`src/g711_defs.svh`:
```
// Register map, field positions and constants of the companding unit
`ifndef G711_DEFS_SVH
`define G711_DEFS_SVH

// Register indices; byte address is four times the index
`define FMT_IDX 4
`define CTRL_IDX 5
`define STAT_IDX 6
`define IDX_TO_ADDR(i) (8'((i) * 4))

// Field positions
`define ADC_ALAW_BIT 1
`define ADC_EN_BIT 2
`define DAC_ALAW_BIT 3
`define DAC_EN_BIT 4
`define FORCE8_BIT 5
`define WORD_LEN_HI 6
`define WORD_LEN_LO 5
`define STAT_FILL_LSB 8

// Reset values and writable masks
`define CTRL_RST 8'h00
`define FMT_RST 8'h00
`define CTRL_MASK 8'h3e
`define FMT_MASK 8'h60

// Serial word lengths in bits
`define WORD_LEN_FORCED 6'd8
`define WORD_LEN_16 6'd16
`define WORD_LEN_20 6'd20
`define WORD_LEN_24 6'd24
`define WORD_LEN_32 6'd32

// Codec constants and FIFO depth
`define MU_BIAS 14'h0021
`define MU_CLIP 14'h1fde
`define MU_DBIAS 16'h0084
`define A_XOR 8'h55
`define FIFO_DEPTH 16

// Bus responses
`define RESP_OK 2'b00
`define RESP_SLVERR 2'b10

`endif

```
`src/g711_pkg.sv`:
```
// Types shared by the companding unit
package g711_pkg;
	typedef enum logic {LINK_IDLE, LINK_SHIFT} link_state_e;
	typedef logic [5:0] word_len_t;
endpackage : g711_pkg

```
`src/g711_companding_unit.sv`:
```
// Companding unit: register slave, sample FIFO, serial link and G.711 codec
//
// Our own choices: the placing of the registers and the AXI4-Lite slave port.
`timescale 1ns/1ns
`include "g711_defs.svh"

////////////////////////////////////////////////////////////////////////////////
module word_fifo #(
	parameter int W = 16,
	parameter int DEPTH = `FIFO_DEPTH
) (
	input wire logic aclk,
	input wire logic aresetn,
	input wire logic in_valid,
	output logic in_ready,
	input wire logic [W-1:0] in_data,
	output logic out_valid,
	input wire logic out_ready,
	output logic [W-1:0] out_data,
	output logic [$clog2(DEPTH):0] fill
);
	// Pointers wrap naturally, so DEPTH must be a power of two
	localparam int AW = $clog2(DEPTH);
	logic [W-1:0] mem [DEPTH];
	logic [AW-1:0] wp_r, wp_nxt, rp_r, rp_nxt;
	logic [AW:0] cnt_r, cnt_nxt;
	logic push, pop;

	assign in_ready = cnt_r != (AW+1)'(DEPTH);
	assign out_valid = cnt_r != '0;
	assign out_data = mem[rp_r];
	assign fill = cnt_r;

	// Pointer and count update
	always_comb begin
		push = in_valid && in_ready;
		pop = out_valid && out_ready;
		wp_nxt = push ? wp_r + 1'b1 : wp_r;
		rp_nxt = pop ? rp_r + 1'b1 : rp_r;
		cnt_nxt = cnt_r + (AW+1)'(push) - (AW+1)'(pop);
	end

	always_ff @(posedge aclk) begin
		if (!aresetn) begin
			wp_r <= '0;
			rp_r <= '0;
			cnt_r <= '0;
		end else begin
			wp_r <= wp_nxt;
			rp_r <= rp_nxt;
			cnt_r <= cnt_nxt;
		end
	end

	// Storage needs no reset; empty words are never read out
	always_ff @(posedge aclk) begin
		if (push) begin
			mem[wp_r] <= in_data;
		end
	end
endmodule : word_fifo

////////////////////////////////////////////////////////////////////////////////
module g711_companding_unit
	import g711_pkg::*;
(
	input wire logic aclk,
	input wire logic aresetn,
	input wire logic awvalid,
	output logic awready,
	input wire logic [7:0] awaddr,
	input wire logic wvalid,
	output logic wready,
	input wire logic [31:0] wdata,
	input wire logic [3:0] wstrb,
	output logic bvalid,
	input wire logic bready,
	output logic [1:0] bresp,
	input wire logic arvalid,
	output logic arready,
	input wire logic [7:0] araddr,
	output logic rvalid,
	input wire logic rready,
	output logic [31:0] rdata,
	output logic [1:0] rresp,
	input wire logic [15:0] adc_data,
	input wire logic adc_valid,
	output logic adc_ready,
	output logic [15:0] dac_data,
	output logic dac_valid,
	input wire logic bclk,
	input wire logic fsync,
	input wire logic rx_sd,
	output logic tx_sd
);
	// mu-law: 14-bit signed input, clip, bias, find segment
	function automatic logic [7:0] mu_enc(input logic [15:0] x);
		logic [13:0] m;
		logic [2:0] seg;
		m = x[15] ? 14'(~x[15:2] + 14'd1) : x[15:2];
		if (m > `MU_CLIP) m = `MU_CLIP;
		m = m + `MU_BIAS;
		seg = 3'd0;
		for (int i = 1; i < 8; i++) if (m[i+5]) seg = 3'(i);
		return ~{x[15], seg, 4'(m >> ({1'b0, seg} + 4'd1))};
	endfunction : mu_enc

	function automatic logic [15:0] mu_dec(input logic [7:0] c);
		logic [7:0] d;
		logic [15:0] v;
		d = ~c;
		v = (16'({d[3:0], 3'b000}) + `MU_DBIAS) << d[6:4];
		v = v - `MU_DBIAS;
		return d[7] ? -v : v;
	endfunction : mu_dec

	// A-law: 13-bit signed input, 12-bit magnitude, even bits inverted
	function automatic logic [7:0] a_enc(input logic [15:0] x);
		logic [11:0] m;
		logic [2:0] seg;
		logic [3:0] man;
		m = x[15] ? ~x[14:3] : x[14:3];
		seg = 3'd0;
		for (int i = 1; i < 8; i++) if (m[i+4]) seg = 3'(i);
		man = (seg == 3'd0) ? m[4:1] : 4'(m >> seg);
		return {~x[15], seg, man} ^ `A_XOR;
	endfunction : a_enc

	function automatic logic [15:0] a_dec(input logic [7:0] c);
		logic [7:0] d;
		logic [7:0] t;
		logic [15:0] v;
		d = c ^ `A_XOR;
		t = {d[3:0], 4'h8};
		v = (d[6:4] == 3'd0) ? 16'(t) : 16'({1'b1, t}) << (d[6:4] - 3'd1);
		return d[7] ? v : -v;
	endfunction : a_dec

	////////////////////////////////////////////////////////////////////////
	// Register slave state
	logic [7:0] ctrl_r, ctrl_nxt, fmt_r, fmt_nxt;
	logic aw_got_r, aw_got_nxt, w_got_r, w_got_nxt;
	logic [7:0] waddr_r, waddr_nxt, wbyte_r, wbyte_nxt;
	logic wstb_r, wstb_nxt;
	logic bvalid_r, bvalid_nxt, rvalid_r, rvalid_nxt;
	logic [1:0] bresp_r, bresp_nxt, rresp_r, rresp_nxt;
	logic [31:0] rdata_r, rdata_nxt;
	word_len_t word_len;
	logic [4:0] fill;

	assign awready = !aw_got_r && !bvalid_r;
	assign wready = !w_got_r && !bvalid_r;
	assign arready = !rvalid_r;
	assign bvalid = bvalid_r;
	assign bresp = bresp_r;
	assign rvalid = rvalid_r;
	assign rdata = rdata_r;
	assign rresp = rresp_r;

	// Forced 8-bit mode masks the programmed word length
	always_comb begin
		if (ctrl_r[`FORCE8_BIT]) begin
			word_len = `WORD_LEN_FORCED;
		end else begin
			case (fmt_r[`WORD_LEN_HI:`WORD_LEN_LO])
				2'b00: word_len = `WORD_LEN_16;
				2'b01: word_len = `WORD_LEN_20;
				2'b10: word_len = `WORD_LEN_24;
				default: word_len = `WORD_LEN_32;
			endcase
		end
	end

	// Address and data are taken in either order; response after both
	always_comb begin
		ctrl_nxt = ctrl_r;
		fmt_nxt = fmt_r;
		aw_got_nxt = aw_got_r;
		w_got_nxt = w_got_r;
		waddr_nxt = waddr_r;
		wbyte_nxt = wbyte_r;
		wstb_nxt = wstb_r;
		bvalid_nxt = bvalid_r && !bready;
		bresp_nxt = bresp_r;
		rvalid_nxt = rvalid_r && !rready;
		rresp_nxt = rresp_r;
		rdata_nxt = rdata_r;
		if (awvalid && awready) begin
			aw_got_nxt = 1'b1;
			waddr_nxt = awaddr;
		end
		if (wvalid && wready) begin
			w_got_nxt = 1'b1;
			wbyte_nxt = wdata[7:0];
			wstb_nxt = wstrb[0];
		end
		if (aw_got_r && w_got_r) begin
			aw_got_nxt = 1'b0;
			w_got_nxt = 1'b0;
			bvalid_nxt = 1'b1;
			bresp_nxt = `RESP_OK;
			if (waddr_r == `IDX_TO_ADDR(`CTRL_IDX)) begin
				if (wstb_r) ctrl_nxt = wbyte_r & `CTRL_MASK;
			end else if (waddr_r == `IDX_TO_ADDR(`FMT_IDX)) begin
				if (wstb_r) fmt_nxt = wbyte_r & `FMT_MASK;
			end else if (waddr_r != `IDX_TO_ADDR(`STAT_IDX)) begin
				bresp_nxt = `RESP_SLVERR;
			end
		end
		if (arvalid && arready) begin
			rvalid_nxt = 1'b1;
			rresp_nxt = `RESP_OK;
			case (araddr)
				`IDX_TO_ADDR(`CTRL_IDX): rdata_nxt = {24'h0, ctrl_r};
				`IDX_TO_ADDR(`FMT_IDX): rdata_nxt = {24'h0, fmt_r};
				`IDX_TO_ADDR(`STAT_IDX): rdata_nxt = 32'(word_len) | (32'(fill) << `STAT_FILL_LSB);
				default: begin
					rdata_nxt = 32'h0;
					rresp_nxt = `RESP_SLVERR;
				end
			endcase
		end
	end

	always_ff @(posedge aclk) begin
		if (!aresetn) begin
			ctrl_r <= `CTRL_RST;
			fmt_r <= `FMT_RST;
			aw_got_r <= 1'b0;
			w_got_r <= 1'b0;
			waddr_r <= 8'h00;
			wbyte_r <= 8'h00;
			wstb_r <= 1'b0;
			bvalid_r <= 1'b0;
			bresp_r <= `RESP_OK;
			rvalid_r <= 1'b0;
			rresp_r <= `RESP_OK;
			rdata_r <= 32'h0;
		end else begin
			ctrl_r <= ctrl_nxt;
			fmt_r <= fmt_nxt;
			aw_got_r <= aw_got_nxt;
			w_got_r <= w_got_nxt;
			waddr_r <= waddr_nxt;
			wbyte_r <= wbyte_nxt;
			wstb_r <= wstb_nxt;
			bvalid_r <= bvalid_nxt;
			bresp_r <= bresp_nxt;
			rvalid_r <= rvalid_nxt;
			rresp_r <= rresp_nxt;
			rdata_r <= rdata_nxt;
		end
	end

	////////////////////////////////////////////////////////////////////////
	// Transmit side: compress on entry so the FIFO holds ready-to-send words
	logic [7:0] enc;
	logic [15:0] fifo_in, fifo_out;
	logic fifo_valid, pop;

	assign enc = ctrl_r[`ADC_ALAW_BIT] ? a_enc(adc_data) : mu_enc(adc_data);
	assign fifo_in = ctrl_r[`ADC_EN_BIT] ? {enc, 8'h00} : adc_data;

	word_fifo #(.W(16), .DEPTH(`FIFO_DEPTH)) tx_fifo (
		.aclk(aclk),
		.aresetn(aresetn),
		.in_valid(adc_valid),
		.in_ready(adc_ready),
		.in_data(fifo_in),
		.out_valid(fifo_valid),
		.out_ready(pop),
		.out_data(fifo_out),
		.fill(fill)
	);

	////////////////////////////////////////////////////////////////////////
	// Link pins cross in through two flops; third bclk flop only feeds edge finding, third fsync flop feeds nothing
	logic [2:0] bclk_r, fs_r;
	logic [1:0] sd_r;
	logic bclk_rise, bclk_fall;

	always_ff @(posedge aclk) begin
		if (!aresetn) begin
			bclk_r <= 3'h0;
			fs_r <= 3'h0;
			sd_r <= 2'h0;
		end else begin
			bclk_r <= {bclk_r[1:0], bclk};
			fs_r <= {fs_r[1:0], fsync};
			sd_r <= {sd_r[0], rx_sd};
		end
	end

	assign bclk_rise = bclk_r[1] && !bclk_r[2];
	assign bclk_fall = !bclk_r[1] && bclk_r[2];

	// Serial framing state
	link_state_e state_r, state_nxt;
	logic [5:0] cnt_r, cnt_nxt;
	logic [31:0] rx_sh_r, rx_sh_nxt, tx_sh_r, tx_sh_nxt, rx_word, rx_align;
	logic fs_seen_r, fs_seen_nxt, tx_sd_r, tx_sd_nxt;
	logic [15:0] dac_data_r, dac_data_nxt;
	logic dac_valid_r, dac_valid_nxt;
	logic word_end;

	assign rx_word = {rx_sh_r[30:0], sd_r[1]};
	assign rx_align = rx_word << (`WORD_LEN_32 - word_len);
	assign word_end = state_r == LINK_SHIFT && bclk_rise && cnt_r == word_len - 6'd1;
	assign tx_sd = tx_sd_r;
	assign dac_data = dac_data_r;
	assign dac_valid = dac_valid_r;

	// Frame starts on the first bclk rise that sees fsync high
	always_comb begin
		state_nxt = state_r;
		cnt_nxt = cnt_r;
		rx_sh_nxt = rx_sh_r;
		tx_sh_nxt = tx_sh_r;
		tx_sd_nxt = tx_sd_r;
		fs_seen_nxt = fs_seen_r;
		dac_data_nxt = dac_data_r;
		dac_valid_nxt = 1'b0;
		pop = 1'b0;
		// Output lags one half bit so the host samples a settled level
		if (bclk_fall) begin
			tx_sd_nxt = tx_sh_r[31];
			tx_sh_nxt = {tx_sh_r[30:0], 1'b0};
		end
		if (bclk_rise) fs_seen_nxt = fs_r[1];
		case (state_r)
			LINK_IDLE: begin
				if (bclk_rise && fs_r[1] && !fs_seen_r) begin
					state_nxt = LINK_SHIFT;
					cnt_nxt = 6'd1;
					rx_sh_nxt = {31'h0, sd_r[1]};
					// An empty FIFO sends an all-zero word rather than stalling the link
					tx_sh_nxt = fifo_valid ? {fifo_out, 16'h0} : 32'h0;
					pop = fifo_valid;
				end
			end
			LINK_SHIFT: begin
				if (bclk_rise) begin
					rx_sh_nxt = rx_word;
					cnt_nxt = cnt_r + 6'd1;
				end
				if (word_end) begin
					state_nxt = LINK_IDLE;
					dac_valid_nxt = 1'b1;
					if (ctrl_r[`DAC_EN_BIT]) begin
						dac_data_nxt = ctrl_r[`DAC_ALAW_BIT] ? a_dec(rx_align[31:24])
							: mu_dec(rx_align[31:24]);
					end else begin
						dac_data_nxt = rx_align[31:16];
					end
				end
			end
			default: state_nxt = LINK_IDLE;
		endcase
	end

	always_ff @(posedge aclk) begin
		if (!aresetn) begin
			state_r <= LINK_IDLE;
			cnt_r <= 6'd0;
			rx_sh_r <= 32'h0;
			tx_sh_r <= 32'h0;
			tx_sd_r <= 1'b0;
			fs_seen_r <= 1'b0;
			dac_data_r <= 16'h0;
			dac_valid_r <= 1'b0;
		end else begin
			state_r <= state_nxt;
			cnt_r <= cnt_nxt;
			rx_sh_r <= rx_sh_nxt;
			tx_sh_r <= tx_sh_nxt;
			tx_sd_r <= tx_sd_nxt;
			fs_seen_r <= fs_seen_nxt;
			dac_data_r <= dac_data_nxt;
			dac_valid_r <= dac_valid_nxt;
		end
	end
endmodule : g711_companding_unit

```
`config.mk`:
```
export PLATFORM = sky130hd
export DESIGN_NAME = g711_companding_unit
export DESIGN_NICKNAME = d
export VERILOG_FILES = /design/src/g711_pkg.sv /design/src/g711_companding_unit.sv
export VERILOG_INCLUDE_DIRS = /design/src
export SDC_FILE = /design/constraint.sdc
export NUM_CORES = 1
export LEC_CHECK = 0
export BUFFER_PORTS_ARGS = -buffer_cell sky130_fd_sc_hd__buf_2
export CAP_MARGIN = 10
export CORE_ASPECT_RATIO = 1.25
export CORE_MARGIN = 4
export CORE_UTILIZATION = 40
export DETAILED_ROUTE_END_ITERATION = 16
export PLACE_DENSITY = 0.67
export SLEW_MARGIN = 5
export SYNTH_ARGS = -nofsm -noshare
export SYNTH_HDL_FRONTEND = slang
export SYNTH_SLANG_ARGS = --single-unit
```
`constraint.sdc`:
```
create_clock -name aclk -period 5.9 [get_ports aclk]
set_input_delay 1.18 -clock aclk [delete_from_list [all_inputs] [get_ports aclk]]
set_output_delay 1.18 -clock aclk [all_outputs]
set_load 0.02 [all_outputs]
```
-- Yosys cells after proc, flatten, opt, wreduce, memory -nomap -nowiden
Memories as Yosys holds them, arrays and structs flattened. A register that Yosys moved wholly into a read port is not among the register bits.
Cells that the tools add are included.
- $add $sub $neg: 15
- multipliers: 0
- div/mod/pow operators: 0
- order comparisons: 1
- equal/unequal tests: 12
- shifts and indexed selects: 5
- mux-type cells: 54
- bitwise operators: 11
- reductions and logical operators: 36
- operators by type and width (operator ; number):
    two-way mux 32 bit ; 4
    two-way mux 16 bit ; 6
    two-way mux 31 bit ; 2
    case mux 31 bit (2 select lines) ; 1
    equality test 8 x 5 -> 1 bit (second input constant) ; 5
    case mux 13 bit (3 select lines) ; 1
    two-way mux 3 bit ; 12
    negator 16 bit ; 2
    << shifter 32 x 6 -> 32 bit ; 1
    << shifter 9 x 3 -> 16 bit ; 2
    two-way mux 14 bit ; 2
    two-way mux 6 bit ; 3
    case mux 6 bit (3 select lines) ; 1
    logical AND 1 bit ; 16
    inverter 8 bit ; 2
    subtractor 16 x 8 -> 16 bit (second input constant) ; 1
    adder 14 x 1 -> 14 bit (second input constant) ; 1
    adder 14 x 6 -> 14 bit (second input constant) ; 1
    > comparator 14 x 13 -> 1 bit (second input constant) ; 1
    inverter 14 bit ; 1
    >> shifter 14 x 4 -> 4 bit ; 1
    bitwise OR 6 x 13 -> 13 bit ; 1
    two-way mux 12 bit ; 1
    two-way mux 4 bit ; 3
    other kinds (33) ; 63
- flip-flop bits (word level): 172
- latch bits: 0
- bits in writable memories: 256
- ROM bits: 0
- bits of input ports: 79
- word-level logic and storage cells: 161
- memories kept: 1
- memory list (name ; words ; bits a word ; rd ports ; clocked after Yosys merged registers in ; wr ports ; line ; RTL):
    tx_fifo.mem ; 16 ; 16 ; 1 ; 1 ; 1 ; g711_companding_unit.sv:24 ; logic [W-1:0] mem [DEPTH];

-- Logic depth before layout (Yosys ltp)
- depth in word-level cells: 18
- depth in mapped cells: 27

-- Hierarchy
A second synthesis with hierarchy kept.
- cells, all modules: 1818
- area, all modules: 20303.2 sq um
- modules (own cells, without submodules) (module ; times used ; cells an instance ; area each (sq um) ; sequential area each (sq um)):
    word_fifo ; 1 ; 503 ; 10578.9 ; 8027.7
    g711_companding_unit ; 1 ; 1315 ; 9724.3 ; 2702.6

-- Worst setup path after synthesis
OpenSTA, ideal clock, no wires.
- kind: input to register
- start: input adc_data[2]
- end: memory tx_fifo.mem[0][10] (data pin)
- setup time: 0.302 ns
- data arrival time: 5.914 ns
- slack: -0.316 ns
- stages: 23
- path through: clkbuf_1 -> inv_1 -> ha_1 -> clkbuf_1 -> or3b_2 -> a21boi_1 -> o2111a_1 -> o221a_2 -> a21oi_1 -> o211ai_1 -> ha_1 -> clkbuf_1 -> o2111ai_1 -> a2111oi_0 -> mux2i_1 -> o22ai_2 -> or2_0 -> buf_2 -> a21o_1 -> nand2_2 -> nor3b_1 -> a311oi_1 -> a31oi_1
- cells in the longest elaborated chain, start to end: 18
- RTL lines (what ; line ; RTL):
    start, declared ; g711_companding_unit.sv:86 ; input wire logic [15:0] adc_data,
    inverter 14 bit ; g711_companding_unit.sv:100 ; m = x[15] ? 14'(~x[15:2] + 14'd1) : x[15:2];
    adder 14 x 1 -> 14 bit ; g711_companding_unit.sv:100 ;
    two-way mux 14 bit * ; g711_companding_unit.sv:100 ;
    > comparator 14 x 13 -> 1 bit (no source line) ; n/a ;
    two-way mux 14 bit * ; g711_companding_unit.sv:101 ; if (m > `MU_CLIP) m = `MU_CLIP;
    adder 14 x 6 -> 14 bit (no source line) * ; n/a ;
    two-way mux 1 bit ; g711_companding_unit.sv:104 ; for (int i = 1; i < 8; i++) if (m[i+5]) seg = 3'(i);
    two-way mux 3 bit (6 in series) ; g711_companding_unit.sv:104 ;
    adder 3 x 1 -> 4 bit ; g711_companding_unit.sv:105 ; return ~{x[15], seg, 4'(m >> ({1'b0, seg} + 4'd1))};
    >> shifter 14 x 4 -> 4 bit * ; g711_companding_unit.sv:105 ;
    inverter 8 bit * ; g711_companding_unit.sv:105 ;
    two-way mux 8 bit * ; g711_companding_unit.sv:261 ; assign enc = ctrl_r[`ADC_ALAW_BIT] ? a_enc(adc_data) : mu_enc(adc_data);
    two-way mux 16 bit * ; g711_companding_unit.sv:262 ; assign fifo_in = ctrl_r[`ADC_EN_BIT] ? {enc, 8'h00} : adc_data;
    via fifo_in[10] ; g711_companding_unit.sv:258 ; logic [15:0] fifo_in, fifo_out;
    end, declared ; g711_companding_unit.sv:24 ;
Mark *: on every way through the listed nets, which the timed path passes. The rest lies on a longest branch.

-- Final worst setup path
- start: register fmt_r[5]
- end: register dac_data_r[12], in the netlist dac_data[12]
- cells in the longest elaborated chain, start to end: 13
- RTL lines (what ; line ; RTL):
    start, declared ; g711_companding_unit.sv:141 ; logic [7:0] ctrl_r, ctrl_nxt, fmt_r, fmt_nxt;
    start signal, assigned ; g711_companding_unit.sv:228 ; fmt_r <= `FMT_RST;
    start signal, assigned ; g711_companding_unit.sv:241 ; fmt_r <= fmt_nxt;
    equality test 2 bit, or another cell as far along ; g711_companding_unit.sv:165 ; case (fmt_r[`WORD_LEN_HI:`WORD_LEN_LO])
    case mux 6 bit (3 select lines) * ; g711_companding_unit.sv:165 ;
    two-way mux 6 bit * ; g711_companding_unit.sv:162 ; if (ctrl_r[`FORCE8_BIT]) begin
    subtractor 6 bit (no source line) ; n/a ;
    << shifter 32 x 6 -> 32 bit ; g711_companding_unit.sv:307 ; assign rx_align = rx_word << (`WORD_LEN_32 - word_len);
    inverter 8 bit / inverter 4 bit (equally long branches) ; n/a ;
    adder 7 x 8 -> 9 bit (no source line) / subtractor 3 x 1 -> 3 bit (equally long branches) ; n/a ;
    << shifter 9 x 3 -> 16 bit, on equally long branches ; g711_companding_unit.sv:112, g711_companding_unit.sv:135 ;
    subtractor 16 x 8 -> 16 bit (no source line) / two-way mux 16 bit (equally long branches) ; n/a ;
    negator 16 bit, on equally long branches ; g711_companding_unit.sv:114, g711_companding_unit.sv:136 ;
    two-way mux 16 bit, on equally long branches ; g711_companding_unit.sv:114, g711_companding_unit.sv:136 ;
    two-way mux 16 bit ; g711_companding_unit.sv:350 ; dac_data_nxt = ctrl_r[`DAC_ALAW_BIT] ? a_dec(rx_align[31:24])
    two-way mux 16 bit ; g711_companding_unit.sv:349 ; if (ctrl_r[`DAC_EN_BIT]) begin
    end signal, assigned ; g711_companding_unit.sv:378 ; dac_data_r <= dac_data_nxt;
    end, declared ; g711_companding_unit.sv:302 ; logic [15:0] dac_data_r, dac_data_nxt;
Every way passes the cells marked *; elsewhere a longest branch is shown, timed or not.
A chain may end at the register's enable or synchronous reset.

==> impl_metrics.yaml <==
run_status:
  outcome: "finished clean"
clocking:
  clock-sinks: 408
  cts_setup_buffers: 0
  numCtsBuffers: 43
  cts_root_buf: "sky130_fd_sc_hd__clkbuf_16"
  cts_buffer_depth: 3
  cts.clk_slew.worst_paths_ns: 0.06
  htree_num_levels: 2
  insertion_delay_ns: 0.60
  tritoncts: "yes"
critical_path:
  worstSetupPathType: "register to register"
  cp_slowest_stage_delay_ns: 0.48
  critPathArrivalTime_ns: 5.98
  cp_slowest_cell: "sky130_fd_sc_hd__or4b_1"
  path_buf_inv: 4
  worst_setup_path_end_kind: "register"
  cp_top_family: "compound AO/OA/AOI/OAI gates"
  crit_path_cell_trace: "inv_1, a21oi_2, ha_1, or4b_1, and4_1, o22ai_1, a221oi_4, o21ai_0, a21oi_1, inv_1, ha_1, inv_1, a31o_2, a2111oi_2, buf_4, o21ai_0, and2_1, xnor2_1, o31a_1, o31ai_2, mux2i_1, o31ai_1"
  crit-reg2reg-capture: "dac_data[12]"
  worstSetupPathDepth: 22
  crit_fanout: 6
  worst_setup_path_startpoint: "fmt_r[5]"
  worst_path_most_repeated_cell: "sky130_fd_sc_hd__inv_1"
  r2r_cells: 22
  reg2reg_slack_ns: 0.38
  rr_startpoint: "fmt_r[5]"
  worst-endpoint-required_ns: 6.37
  kind_of_launch_point_of_the_worst_setup_path: "register"
finish:
  leading_cell_type_in_the_layout_fill_and_taps_excluded: "sky130_fd_sc_hd__edfxtp_1"
  most-common-layout-cells: "sky130_fd_sc_hd__edfxtp_1 (256), sky130_fd_sc_hd__nand2_1 (194), sky130_fd_sc_hd__dfxtp_1 (150)"
  postLayoutCellArea_um2: 23900
  post_route_cells_drive_above_1_share: 0.216
  num-nets-final: 2030
  flow.area_growth_from_synthesis_pct: 14.1
die:
  design.core.area_um2: 51700
  floorplan.initialDensity: 0.405
  die_h_um: 264
  ios: 139
  row_count: 93
  dieWidth_um: 213
  design.die.area_um2: 56000
synthesis:
  synth_top_family_by_area: "compound AO/OA/AOI/OAI gates"
  synthesis.area_per_instance_um2: 11.5
  synth_simple_gate_area_frac: 0.130
  yosysWarnings: 0
  synth-main-ff-cell: "sky130_fd_sc_hd__edfxtp_1"
  post_synth_fa_ha_maj_area_fraction: 0.0165
  yosysSeqAreaShare: 0.513
  synth_mux_area_frac: 0.135
  synth-edff-count: 256
  post_synth_xor_area_fraction: 0.0230
  synth_cells: 1814
  synthArstFlopShare: 0
  synth-seq-cells: 408
  synth-compound-area-share: 0.137
  post_synth_num_cell_types: 106
  post_synth_instance_area_um2: 20900
routing:
  drt_iter0_drc: 1147
  postRouteAntennaNets: 0
  vias: 15000
  remaining_drc_errors: 0
  number_of_iterations_in_the_first_detailed_routing_pass: 5
  route.detailed.vias_per_inst: 5.72
  detail_route.wl_per_cell_um: 20.5
  detail_route.wirelength_um: 53700
timing:
  timing_worst_slew_pin_value_ns: 1.07
  hold_slack_ns: 0.422
  finClkSkew_ns: 0.0404
  min_period_ns: 5.52
  period_utilization: 0.935
  achievable-frequency_ghz: 0.181
  worst_slew_margin_rel: 0.284
  final_max_slew_viol_count: 0
  grt_setup_unrepaired: "false"
  setup_viol: 0
  timing_hold_violations_final: 0
global_route:
  grt_usage: 0.188
  global_route_wire_length_before_repair_um: 84000
  first_global_vias: 14800
  grt_overflow: 0
  grt_start_max_net_pins: 65
  antenna_found_initial: 1
placed_design:
  routabilityCongestion: 0.933
  hpwlAfterDp_um: 35700
  placed_cell_area_um2: 22400
  port_buffers: 86
power:
  ir_worst_vdd_v: 0.000212
  power.leakage_nw: 8.25
  power-per-cell-area_nw_per_um2: 271
hold_path:
  timing.hold.worst.class: "register to register"
  terminating_pin_of_the_worst_hold_path: "fs_r[1]"
  whs_path_depth: 1
  hold_start: "fs_r[0]"
run:
  cap_violations: 0
sequential cells by signal, indices dropped and copies added (netlist names), 2 cells and up, named ones only:
name / count
ctrl_r: 5
fmt_r: 2
tx_fifo.fill: 5
wbyte_r: 6
dac_data: 16
bclk_r: 3
rdata: 11
tx_fifo.mem: 256
sd_r: 2
fs_r: 2
cnt_r: 6
tx_fifo.wp_r: 4
tx_fifo.rp_r: 4
waddr_r: 8
rx_sh_r: 31
tx_sh_r: 32
synthesized netlist by cell type, types with 6 or more instances:
library cell,instances,area (µm²)
sky130_fd_sc_hd__a211o_1,7,61.3
sky130_fd_sc_hd__a211oi_1,11,82.6
sky130_fd_sc_hd__a21boi_0,51,383
sky130_fd_sc_hd__a21oi_1,85,425
sky130_fd_sc_hd__a221oi_1,7,61.3
sky130_fd_sc_hd__a22oi_1,13,97.6
sky130_fd_sc_hd__a31oi_1,22,138
sky130_fd_sc_hd__and2_1,36,225
sky130_fd_sc_hd__and3_1,11,68.8
sky130_fd_sc_hd__buf_1,18,67.6
sky130_fd_sc_hd__buf_2,12,60.1
sky130_fd_sc_hd__buf_4,27,203
sky130_fd_sc_hd__clkbuf_1,82,308
sky130_fd_sc_hd__dfxtp_1,152,3040
sky130_fd_sc_hd__edfxtp_1,256,7690
sky130_fd_sc_hd__ha_1,26,325
sky130_fd_sc_hd__inv_1,55,206
sky130_fd_sc_hd__mux2_2,7,78.8
sky130_fd_sc_hd__mux2i_1,74,741
sky130_fd_sc_hd__mux4_2,89,2000
sky130_fd_sc_hd__nand2_1,194,728
sky130_fd_sc_hd__nand2b_1,16,100
sky130_fd_sc_hd__nand3_1,54,270
sky130_fd_sc_hd__nand4_1,14,87.6
sky130_fd_sc_hd__nor2_1,100,375
sky130_fd_sc_hd__nor2b_1,40,250
sky130_fd_sc_hd__nor3_1,25,125
sky130_fd_sc_hd__nor3b_1,7,52.6
sky130_fd_sc_hd__o2111ai_1,6,52.6
sky130_fd_sc_hd__o211a_1,7,70.1
sky130_fd_sc_hd__o211ai_1,21,158
sky130_fd_sc_hd__o21ai_0,52,260
sky130_fd_sc_hd__o21ai_1,6,30.0
sky130_fd_sc_hd__o221ai_1,11,96.3
sky130_fd_sc_hd__o22ai_1,24,150
sky130_fd_sc_hd__o31ai_1,6,45.0
sky130_fd_sc_hd__or3_1,7,43.8
sky130_fd_sc_hd__xnor2_1,42,368
sky130_fd_sc_hd__xor2_1,13,114
report_power, final:
| group | internal (mW) | total, mW | switching (mW) |
|---|---|---|---|
| combinational | 0.262 | 0.645 | 0.383 |
| sequential | 3.12 | 3.16 | 0.0407 |
| clock | 1.49 | 2.67 | 1.18 |
worst max-delay path by stage:
| stage | endpoint | slack [ns] |
|---|---|---|
| detailed placement | tx_fifo.mem[6][14] | -0.27 |
| CTS | dac_data[14] | 0.10 |
| global route | dac_data[10] | 0.07 |
| global placement | tx_fifo.mem[4][14] | -0.07 |
| floorplan | tx_fifo.mem[0][10] | 0.02 |
| finish | dac_data[12] | 0.38 |
metrics by stage:
stage          setup TNS [ns]  utilization  setup slack (ns)  std cells  total power [mW]
6_report                    0        0.462             0.383       2624              6.48
5_1_grt                     0        0.462            0.0699       2623              6.72
4_1_cts                     0        0.461             0.102       2623              6.53
3_5_place_dp            -5.41        0.434            -0.269       2544              3.86
3_3_place_gp            -1.19        0.434           -0.0748       2544              3.84
2_1_floorplan               0            -            0.0176       1836              3.67
cell type report:
class | instances | area, µm²
Inverter | 60 | 225
Sequential cell | 408 | 10700
Multi-Input combinational cell | 1223 | 9440
Timing Repair Buffer | 188 | 1210
Fill cell | 4685 | 27800
Clock inverter | 29 | 279
Clock buffer | 50 | 1130
Antenna cell | 1 | 2.50
Tap cell | 665 | 832
per-layer routing:
layer / up-vias / wire (µm) / GRT usage
met1: 7476 / 21800 / 0.236
li1: 6998 / - / -
met3: 88 / 2460 / 0.0235
met5: - / 0 / 0
met4: 0 / 1400 / 0.0603
met2: 439 / 28100 / 0.337
cells by family after synthesis:
logic type      count (synthesis)
flops                         408
xor+xnor                       55
other cells                     1
buf+inv                       205
compound gates                402
simple gates                  546
fa+ha+maj                      27
mux                           170
repair_timing:
item / 4_1_cts / 5_1_grt
pin swaps: 0 / 0
hold buffers: 0 / 0
hold endpoints to repair: 0 / 0
resized for setup: 1 / 4
endpoints found under the setup margin: 1 / 7
(Power assumes the default switching activity.)
